$ cat src/include/scfg_pkg.sv
// Purpose: constants for the start-up and closed-loop configuration bank
// Assumes: 32-bit register port, byte offsets
// Notes:   decoded tables give speeds in 0.1 % steps, angles in degrees
package scfg_pkg;

  // ---------------------------------------------------------------
  // register map
  // ---------------------------------------------------------------
  localparam logic [7:0]  STARTUP_TWO_OFFSET   = 8'h80;
  localparam logic [7:0]  CLOSED_LOOP_OFFSET   = 8'h88;
  localparam logic [31:0] STARTUP_TWO_RESET    = 32'h0000_0000;
  localparam logic [31:0] CLOSED_LOOP_RESET    = 32'h0000_0000;
  // read-only zero bits of the closed-loop register (bits 24 and 1)
  localparam logic [31:0] CLOSED_LOOP_WR_MASK  = 32'hfeff_fffd;

  // ---------------------------------------------------------------
  // start-up register field positions
  // ---------------------------------------------------------------
  localparam int AUTO_HANDOFF_BIT  = 18;
  localparam int THRESHOLD_MSB     = 17;
  localparam int THRESHOLD_LSB     = 13;
  localparam int ALIGN_MSB         = 12;
  localparam int ALIGN_LSB         = 8;
  localparam int FRACTION_MSB      = 7;
  localparam int FRACTION_LSB      = 4;
  localparam int SPEED_SELECT_BIT  = 3;
  localparam int RAMP_MSB          = 2;
  localparam int RAMP_LSB          = 0;

  // ---------------------------------------------------------------
  // decode tables
  // ---------------------------------------------------------------
  localparam logic [4:0] ALIGN_LAST_CODE = 5'h1c;
  // degrees per align code
  localparam logic [8:0] ALIGN_DEG_TABLE [0:28] = '{
    9'd0,   9'd10,  9'd20,  9'd30,  9'd45,  9'd60,  9'd70,  9'd80,
    9'd90,  9'd110, 9'd120, 9'd135, 9'd150, 9'd160, 9'd170, 9'd180,
    9'd190, 9'd210, 9'd225, 9'd240, 9'd250, 9'd260, 9'd270, 9'd280,
    9'd290, 9'd315, 9'd330, 9'd340, 9'd350};
  // first-cycle speed, units of 0.1 % of maximum speed
  localparam logic [7:0] FRACTION_TABLE [0:15] = '{
    8'd1,   8'd3,   8'd5,   8'd7,   8'd10,  8'd15,  8'd20,  8'd25,
    8'd30,  8'd40,  8'd50,  8'd75,  8'd100, 8'd150, 8'd200, 8'd250};
  // angle error ramp, units of 0.01 deg/ms
  localparam logic [7:0] RAMP_TABLE [0:7] = '{
    8'd1, 8'd5, 8'd10, 8'd15, 8'd20, 8'd50, 8'd100, 8'd200};
  // handoff threshold, units of 0.1 % of maximum speed
  localparam logic [9:0] THRESHOLD_TABLE [0:31] = '{
    10'd10,  10'd20,  10'd30,  10'd40,  10'd50,  10'd60,  10'd70,  10'd80,
    10'd90,  10'd100, 10'd110, 10'd120, 10'd130, 10'd140, 10'd150, 10'd160,
    10'd170, 10'd180, 10'd190, 10'd200, 10'd225, 10'd250, 10'd275, 10'd300,
    10'd325, 10'd350, 10'd375, 10'd400, 10'd425, 10'd450, 10'd475, 10'd500};

endpackage : scfg_pkg

$ cat src/logic/scfg_bank.sv
// Purpose: start-up and closed-loop configuration registers with decode
// Assumes: single clock, synchronous active-high reset, strobe port
// Notes:   all outputs registered; decoded values lag a write by one cycle
//
// Contract
// - align code 0h..1Ch maps to listed angle; 1Dh..1Fh flagged not applicable
// - first-cycle fraction code maps to 0.1 % up to 25 % of maximum speed
// - select bit 0 gives 0 Hz first cycle; 1 uses the fraction field
// - angle error ramp code maps to 0.01 up to 2 deg/ms
// - closed-loop register sits at offset 88h and resets to zero
// - manual handoff uses threshold field; auto bit lets device choose
`timescale 1ns/100ps

module scfg_bank (
  input  wire logic        i_clk_sys,
  input  wire logic        i_rst,
  input  wire logic [7:0]  i_addr,
  input  wire logic [31:0] i_wdata,
  input  wire logic        i_wr,
  input  wire logic        i_rd,
  output logic      [31:0] o_rdata,
  output logic      [8:0]  o_align_angle_deg,
  output logic             o_align_valid,
  output logic      [7:0]  o_first_cycle_speed,
  output logic      [7:0]  o_angle_ramp_rate,
  output logic             o_handoff_auto,
  output logic      [9:0]  o_loop_switch_speed_threshold,
  output logic      [31:0] o_closed_loop_settings
);

  // ---------------------------------------------------------------
  // register file
  // ---------------------------------------------------------------
  logic [31:0] startup_ff;
  logic [31:0] nxt_startup;
  logic [31:0] closed_ff;
  logic [31:0] nxt_closed;
  logic [31:0] rdata_ff;
  logic [31:0] nxt_rdata;

  always_comb begin
    nxt_startup = startup_ff;
    nxt_closed  = closed_ff;
    nxt_rdata   = 32'h0000_0000;
    if (i_wr) begin
      if (i_addr == scfg_pkg::STARTUP_TWO_OFFSET) begin
        nxt_startup = i_wdata;
      end else if (i_addr == scfg_pkg::CLOSED_LOOP_OFFSET) begin
        nxt_closed = i_wdata & scfg_pkg::CLOSED_LOOP_WR_MASK;
      end
    end
    // unmapped reads answer zero so software never sees stale data
    if (i_rd) begin
      if (i_addr == scfg_pkg::STARTUP_TWO_OFFSET) begin
        nxt_rdata = startup_ff;
      end else if (i_addr == scfg_pkg::CLOSED_LOOP_OFFSET) begin
        nxt_rdata = closed_ff;
      end
    end
  end

  always_ff @(posedge i_clk_sys) begin
    if (i_rst) begin
      startup_ff <= scfg_pkg::STARTUP_TWO_RESET;
      closed_ff  <= scfg_pkg::CLOSED_LOOP_RESET;
      rdata_ff   <= 32'h0000_0000;
    end else begin
      startup_ff <= nxt_startup;
      closed_ff  <= nxt_closed;
      rdata_ff   <= nxt_rdata;
    end
  end

  // ---------------------------------------------------------------
  // field decode
  // ---------------------------------------------------------------
  logic [4:0] align_code;
  logic [3:0] fraction_code;
  logic [2:0] ramp_code;
  logic [4:0] threshold_code;

  assign align_code     = startup_ff[scfg_pkg::ALIGN_MSB:scfg_pkg::ALIGN_LSB];
  assign fraction_code  =
    startup_ff[scfg_pkg::FRACTION_MSB:scfg_pkg::FRACTION_LSB];
  assign ramp_code      = startup_ff[scfg_pkg::RAMP_MSB:scfg_pkg::RAMP_LSB];
  assign threshold_code =
    startup_ff[scfg_pkg::THRESHOLD_MSB:scfg_pkg::THRESHOLD_LSB];

  logic [8:0] align_deg_ff;
  logic [8:0] nxt_align_deg;
  logic       align_valid_ff;
  logic       nxt_align_valid;
  logic [7:0] first_speed_ff;
  logic [7:0] nxt_first_speed;
  logic [7:0] ramp_ff;
  logic [7:0] nxt_ramp;
  logic       auto_ff;
  logic       nxt_auto;
  logic [9:0] threshold_ff;
  logic [9:0] nxt_threshold;

  always_comb begin
    // codes past the table hold angle zero and drop the valid flag
    nxt_align_valid = (align_code <= scfg_pkg::ALIGN_LAST_CODE);
    nxt_align_deg   = 9'h000;
    if (nxt_align_valid) begin
      nxt_align_deg = scfg_pkg::ALIGN_DEG_TABLE[align_code];
    end
    // zero here means start the first open-loop cycle from 0 Hz
    nxt_first_speed = 8'h00;
    if (startup_ff[scfg_pkg::SPEED_SELECT_BIT]) begin
      nxt_first_speed = scfg_pkg::FRACTION_TABLE[fraction_code];
    end
    nxt_ramp = scfg_pkg::RAMP_TABLE[ramp_code];
    nxt_auto = startup_ff[scfg_pkg::AUTO_HANDOFF_BIT];
    // with auto handoff the threshold is not used; show zero instead
    nxt_threshold = 10'h000;
    if (!nxt_auto) begin
      nxt_threshold = scfg_pkg::THRESHOLD_TABLE[threshold_code];
    end
  end

  always_ff @(posedge i_clk_sys) begin
    if (i_rst) begin
      align_deg_ff   <= 9'h000;
      align_valid_ff <= 1'b1;
      first_speed_ff <= 8'h00;
      ramp_ff        <= 8'h01;
      auto_ff        <= 1'b0;
      threshold_ff   <= 10'h00a;
    end else begin
      align_deg_ff   <= nxt_align_deg;
      align_valid_ff <= nxt_align_valid;
      first_speed_ff <= nxt_first_speed;
      ramp_ff        <= nxt_ramp;
      auto_ff        <= nxt_auto;
      threshold_ff   <= nxt_threshold;
    end
  end

  assign o_rdata                       = rdata_ff;
  assign o_align_angle_deg             = align_deg_ff;
  assign o_align_valid                 = align_valid_ff;
  assign o_first_cycle_speed           = first_speed_ff;
  assign o_angle_ramp_rate             = ramp_ff;
  assign o_handoff_auto                = auto_ff;
  assign o_loop_switch_speed_threshold = threshold_ff;
  assign o_closed_loop_settings        = closed_ff;
endmodule : scfg_bank

$ cat config.mk
export PLATFORM = sky130hd
export DESIGN_NAME = scfg_bank
export DESIGN_NICKNAME = d
export VERILOG_FILES = /design/src/include/scfg_pkg.sv /design/src/logic/scfg_bank.sv
export SDC_FILE = /design/constraint.sdc
export NUM_CORES = 1
export LEC_CHECK = 0
export BUFFER_PORTS_ARGS = -buffer_cell sky130_fd_sc_hd__buf_2
export CAP_MARGIN = 20
export CORE_UTILIZATION = 52
export DETAILED_ROUTE_END_ITERATION = 10
export GPL_TIMING_DRIVEN = 0
export MAX_ROUTING_LAYER = met4
export PLACE_DENSITY = 0.75
export SYNTH_ARGS = -nofsm -noshare
export SYNTH_HDL_FRONTEND = slang
export SYNTH_SLANG_ARGS = --single-unit
$ cat constraint.sdc
create_clock -name i_clk_sys -period 2.75 [get_ports i_clk_sys]
set_clock_uncertainty 0.15 [all_clocks]
set_input_delay 0.55 -clock i_clk_sys [delete_from_list [all_inputs] [get_ports i_clk_sys]]
set_output_delay 0.55 -clock i_clk_sys [all_outputs]
set_load 0.005 [all_outputs]
==> results of run 1 <==
[through the flow]
| step | total power (W) | hold slack, ns |
|---|---|---|
| 6_report | 0.004108 | 0.1140 |
| 5_1_grt | 0.004211 | 0.1137 |
| 4_1_cts | 0.004121 | 0.09871 |
| 3_5_place_dp | 0.002031 | 0.2973 |
| 3_3_place_gp | 0.002030 | 0.2927 |
| 2_1_floorplan | 0.001968 | 0.2819 |
[layout by cell type (no fill, tap or decap), drive strengths merged, types with 2 or more instances in the layout]
master	instances
buf	158
nand2	141
dfxtp	130
a21oi	81
nor2	61
clkbuf	57
a22oi	30
ha	22
o21ai	18
inv	17
mux2i	10
nor2b	9
nand2b	6
a211oi	6
and3	5
a31oi	5
clkinv	5
xnor2	4
clkinvlp	4
nand3b	3
nand3	3
nor3b	3
o211ai	3
nor3	3
conb	3
nor4b	2
o21bai	2
o22ai	2
o22a	2
a211o	2
a31o	2
o32ai	2
nor4	2
[flip-flops by register name, indices dropped and copies added, names as in the netlist]
register / cells
o_align_angle_deg: 9
o_closed_loop_settings: 30
o_handoff_auto: 1
o_first_cycle_speed: 8
o_align_valid: 1
o_loop_switch_speed_threshold: 9
o_angle_ramp_rate: 8
o_rdata: 32
startup_ff: 32
[worst paths after layout]
kind	startpoint	endpoint	slack, ns	cells past startpoint
min	i_wdata[24]	startup_ff[24]	0.11	3
max	startup_ff[8]	o_align_angle_deg[2]	0.17	7
min reg2reg	startup_ff[27]	startup_ff[27]	0.31	2
max reg2reg	startup_ff[8]	o_align_angle_deg[2]	0.17	7
[cell type report]
cell class                      count  area, µm²
Multi-Input combinational cell    445       2485
Inverter                           13      48.80
Fill cell                         840       3093
Clock inverter                     14      130.1
Sequential cell                   130       2603
Timing Repair Buffer              141      705.7
Tap cell                          133      166.4
Antenna cell                        1      2.502
Buffer                             56      247.7
Clock buffer                       18      427.9
[cells by family after synthesis]
logic type                 synth area share (%)
AOI/OAI and AO/OA                         18.06
DFF                                       48.41
muxes                                     2.490
and+or+nand+nor                           19.53
other                                   0.06975
buffers and inverters                     5.515
adders and majority gates                 5.120
xor gates and xnor gates                 0.8145
[worst reg2reg max path: cells and delay by family (launching register included)]
kind	cells	cell delay (ns)
simple gates	2	0.27
buf+inv	2	0.68
mux	1	0.45
compound gates	1	0.11
fa+ha+maj	1	0.42
flops	1	0.44
[power by group]
part	switching (W)	internal [W]	total, W
Sequential	0.00000111	0.00188	0.00189
Combinational	0.0000677	0.0000380	0.000106
Clock	0.000884	0.00123	0.00212
Total	0.000953	0.00316	0.00411
[metal layers]
layer,GRT usage [%],vias to the layer above,wire [µm]
met2,45.25,229,7004
met3,5.286,30,1131
met4,12.04,0,358
met1,39.91,2426,6904
li1,-,2484,-
met5,-,-,0
==> results_dict.tcl, run 1 <==
set metrics [dict create \
    status "finished clean" \
    ys_top_cells_by_count "141 x nand2_1, 130 x dfxtp_1, 81 x a21oi_1" \
    synth.most_common_cell "nand2_1" \
    synth_edf_count 0 \
    grt_pass1_wl_um 24810 \
    cts_setup_buffers 0 \
    syn_to_final_growth_pct 26.79 \
    worst_slack_ns 0.1697 \
    rows 36 \
    finalNetCount 870 \
    fin_area_um2 6817 \
    post_cts_resized 0 \
    core_um2 9910 \
    preCtsSetupSlack_ns 0.2171 \
    fin_crit_sh_pct 93.83 \
    ys_warn_count 0 \
    worst_pin_slew_ns 0.6424 \
    clk_pin_slew_worst_paths_ns 0.06 \
    max-slew-margin-rel_pct 57.17 \
    start_util_pct 54.26 \
    synth_area_um2 5376 \
    synth_top_area_share_pct 48.41 \
    slowest_stage "clkbuf_1" \
    die_area_um2 10750 \
    rsz0062_at_grt "no" \
    cts-buffers-inserted 17 \
    layout-drive-gt1-share_pct 24.24 \
    layout_min_cycle_time_ns 2.580 \
    end_kind "flip-flop" \
    cellLeakagePower_nw 2.772 \
    antenna_found_initial 1 \
    async_flop_share_pct 0 \
    io_pins 145 \
    ys.flop_type "dfxtp_1" \
    vias_per_cell 5.435 \
    setup_viol 0 \
    die_y_um 103.7 \
    max-cap-violations 0 \
    ys_seq_area_share_pct 48.41 \
    place.gp.congestion 0.8830 \
    cts_root_buf "clkbuf_8" \
    io_buffer_count 141 \
    placed_cells 918 \
    holdBufCountCts 0 \
    yosysUniqueCellTypes 47 \
    syn_avg_cell_area_um2 8.374 \
    clock_sinks 130 \
    max_freq_mhz 387.6 \
    setup_tns_ns 0 \
    p_per_area_nw_per_um2 602.7 \
    ir_drop_v 0.0003648 \
    synth_area_leaders "dfxtp_1 48%, nand2_1 9.8%, a21oi_1 7.5%, ha_1 5.1%, nor2_1 4.3%" \
    post-route-util_pct 68.79 \
    drt-initial-drc-count 341 \
    crit_required_ns 3.07 \
    grt_pass1_vias 4853 \
    wl_per_cell_um 16.19 \
    ys_ff_latch 130 \
    grt_max_degree 17 \
    cp_max_fo 10 \
    grt_util_all_layers_pct 29.97 \
    num_vias 5169 \
    drc 0 \
    crit_buf_inv 2 \
    crit_arrival_ns 2.90 \
    fp.dieW_um 103.7 \
    hp-class "in -> reg" \
    dpl_cell_area_um2 6256 \
    clockBufferDepth 2 \
    max_stage_delay_ns 0.47 \
    crit_type "reg -> reg" \
    ant_nets 0 \
    overflow 0 \
    wirelength_um 15400 \
    startpoint_type "flip-flop" \
    htreeDepth 4 \
    dp_hpwl_um 10820 \
    first_pass_iters 6 \
    crit_chain "clkbuf_1 -> inv_1 -> ha_1 -> nand2_1 -> o21ai_0 -> mux4_2 -> nor2_1" \
    clk_latency_ns 0.53 \
    finalMaxSlewViolations 0 \
    hold_viol 0 \
    critPathTopFamily "buffers and inverters" \
    yosysTopAreaCell "dfxtp_1" \
    synth_cells 642 \
    layoutNonFillerInstCount 951 \
    cts_tree "built" \
]
Note: power is estimated with default switching activity, not from simulation.
==> inputs of run 2 (changes only) <==
--- a/config.mk
+++ b/config.mk
@@ -7,11 +7,12 @@
 export LEC_CHECK = 0
 export BUFFER_PORTS_ARGS = -buffer_cell sky130_fd_sc_hd__buf_2
 export CAP_MARGIN = 20
-export CORE_UTILIZATION = 52
+export CORE_UTILIZATION = 58
+export CTS_BUF_LIST = sky130_fd_sc_hd__clkbuf_4
 export DETAILED_ROUTE_END_ITERATION = 10
 export GPL_TIMING_DRIVEN = 0
 export MAX_ROUTING_LAYER = met4
-export PLACE_DENSITY = 0.75
+export PLACE_DENSITY = 0.83
 export SYNTH_ARGS = -nofsm -noshare
 export SYNTH_HDL_FRONTEND = slang
 export SYNTH_SLANG_ARGS = --single-unit
==> constraint.sdc (replaced) <==
create_clock -name i_clk_sys -period 3.15 [get_ports i_clk_sys]
set_clock_uncertainty 0.15 [all_clocks]
set_input_delay 0.63 -clock i_clk_sys [delete_from_list [all_inputs] [get_ports i_clk_sys]]
set_output_delay 0.63 -clock i_clk_sys [all_outputs]
set_load 0.005 [all_outputs]
==> results_dict.tcl, run 2 (synthesis results as in run 1) <==
set metrics [dict create \
    p_comb_share_pct 3.0 \
    grt_pass1_vias 4917 \
    worstReg2RegStart "startup_ff[8]" \
    die_area_um2 9659 \
    io_buffer_count 141 \
    io_pins 145 \
    antenna_found_initial 0 \
    reg2reg_depth 7 \
    first_pass_iters 10 \
    num_antenna_cells 0 \
    start_util_pct 60.76 \
    drc 6 \
    cts_setup_buffers 0 \
    p_per_area_nw_per_um2 461.7 \
    hold_viol 0 \
    cp_max_fo 10 \
    clock_sinks 130 \
    grt_max_degree 17 \
    ir_drop_v 0.0003135 \
    clockBufferDepth 2 \
    grtUsageMet1_pct 40.57 \
    clk_pin_slew_worst_paths_ns 0.12 \
    startpoint_type "flip-flop" \
    crit_required_ns 3.45 \
    layoutNonFillerInstCount 924 \
    overflow 0 \
    r2r_slack_ns 0.50 \
    clk_latency_ns 0.50 \
    reg2reg_to "o_align_angle_deg[2]" \
    fp.dieW_um 98.28 \
    place.gp.congestion 0.9912 \
    slowest_stage "mux4_2" \
    cts_root_buf "clkbuf_4" \
    grt.met2_usage_pct 51.68 \
    min_from "i_wdata[26]" \
    cts-buffers-inserted 17 \
    grt_util_all_layers_pct 32.39 \
    switchingPower_w 0.0007082 \
    end_kind "flip-flop" \
    core_um2 8848 \
    crit_arrival_ns 2.95 \
    layout-drive-gt1-share_pct 24.02 \
    finalNetCount 870 \
    crit_chain "clkbuf_1 -> inv_1 -> ha_1 -> nand2_1 -> o21ai_0 -> mux4_2 -> nor2_1" \
    whs_path_depth 3 \
    finalMaxSlewViolations 0 \
    fin_crit_sh_pct 84.21 \
    p_seq_share_pct 54.4 \
    fill_cells 687 \
    max-cap-violations 0 \
    min_to "startup_ff[26]" \
    setup_tns_ns 0 \
    hp-class "in -> reg" \
    final_cell_mix "152 x buf_2, 141 x nand2_1, 130 x dfxtp_1" \
    crit_type "reg -> reg" \
    holdBufCountCts 0 \
    setup_viol 0 \
    max_stage_delay_ns 0.48 \
    die_y_um 98.28 \
    layout_commonest_cell "buf_2" \
    wl_per_cell_um 16.23 \
    dp_hpwl_um 10740 \
    cellLeakagePower_nw 2.679 \
    syn_to_final_growth_pct 21.95 \
    ant_nets 0 \
    worst_pin_slew_ns 0.6334 \
    max-slew-margin-rel_pct 57.77 \
    cts_tree "built" \
    placed_cells 893 \
    layout_min_cycle_time_ns 2.653 \
    rsz0062_at_grt "no" \
    rows 34 \
    htreeDepth 4 \
    max_freq_mhz 377.0 \
    grtUsageMet3_pct 5.655 \
    post_cts_resized 0 \
    grt_pass1_wl_um 23850 \
    switching_share_pct 23.40 \
    status "finished, violations left" \
    drt-initial-drc-count 534 \
    grt_busiest_layer "met2" \
    internal_power_w 0.002319 \
    num_vias 5284 \
    violations "DRC" \
    clkPwrFrac_pct 42.6 \
    vias_per_cell 5.719 \
    wirelength_um 15000 \
    cp-startpoint "startup_ff[8]" \
]
[run 2: changes by cell type in the layout (fill, tap and decap cells not counted), sizes merged]
cell | previous run | this run
clkinvlp | 4 | 1
bufinv | 1 | 4
clkbuf | 57 | 56
diode | 1 | 0
[run 2: worst max path at each step]
stage               depth (start not counted)  slack (ns)                    to
floorplan                                   7        1.08  o_align_angle_deg[2]
global placement                            7        0.63  o_align_angle_deg[2]
detailed placement                          7        0.58  o_align_angle_deg[2]
CTS                                         7        0.56  o_align_angle_deg[2]
global route                                7        0.37  o_align_angle_deg[2]
finish                                      7        0.50  o_align_angle_deg[2]
[run 2: worst max-delay path: cells and delay by family (launching register included)]
kind                     cells  cell delay [ns]
multiplexers                 1             0.48
flip-flops                   1             0.47
AND/OR/NAND/NOR              2             0.26
AO/OA/AOI/OAI                1             0.11
adder cells (fa/ha/maj)      1             0.43
buffers and inverters        2             0.70
[run 2: final cells by class]
cell class / count / area [µm²] / area share (%)
Multi-Input combinational cell: 445 / 2485 / 37.90
Inverter: 13 / 48.80 / 0.7443
Buffer: 56 / 247.7 / 3.779
Clock buffer: 17 / 127.6 / 1.947
Sequential cell: 130 / 2603 / 39.69
Tap cell: 108 / 135.1 / 2.061
Timing Repair Buffer: 141 / 705.7 / 10.76
Clock inverter: 14 / 203.9 / 3.111
[run 2: metrics by stage]
stage | total power (W) | setup slack, ns | hold slack (ns) | util, % | cell area [µm²]
2_1_floorplan | 0.001718 | 1.084 | 0.2819 | - | 5384
3_3_place_gp | 0.001771 | 0.6342 | 0.2901 | 70.35 | 6225
3_5_place_dp | 0.001771 | 0.5814 | 0.2956 | 70.35 | 6225
4_1_cts | 0.003041 | 0.5615 | 0.1795 | 74.10 | 6556
5_1_grt | 0.003122 | 0.3742 | 0.1826 | 74.10 | 6556
6_report | 0.003027 | 0.4974 | 0.2066 | 74.10 | 6556
[run 2: layer usage]
layer,vias up,wire [µm]
li1,2483,-
met1,2456,6208
met2,305,7079
met3,40,1330
met4,0,384
met5,-,0
[run 2: power groups by stage]
stage	Combinational [W]	Clock (W)	Sequential, W
final	0.0000908	0.00129	0.00165
after floorplan	0.0000351	0	0.00168
after detailed placement	0.0000885	0	0.00168
after global routing	0.0000971	0.00138	0.00165
after global placement	0.0000885	0	0.00168
after CTS	0.0000891	0.00131	0.00165
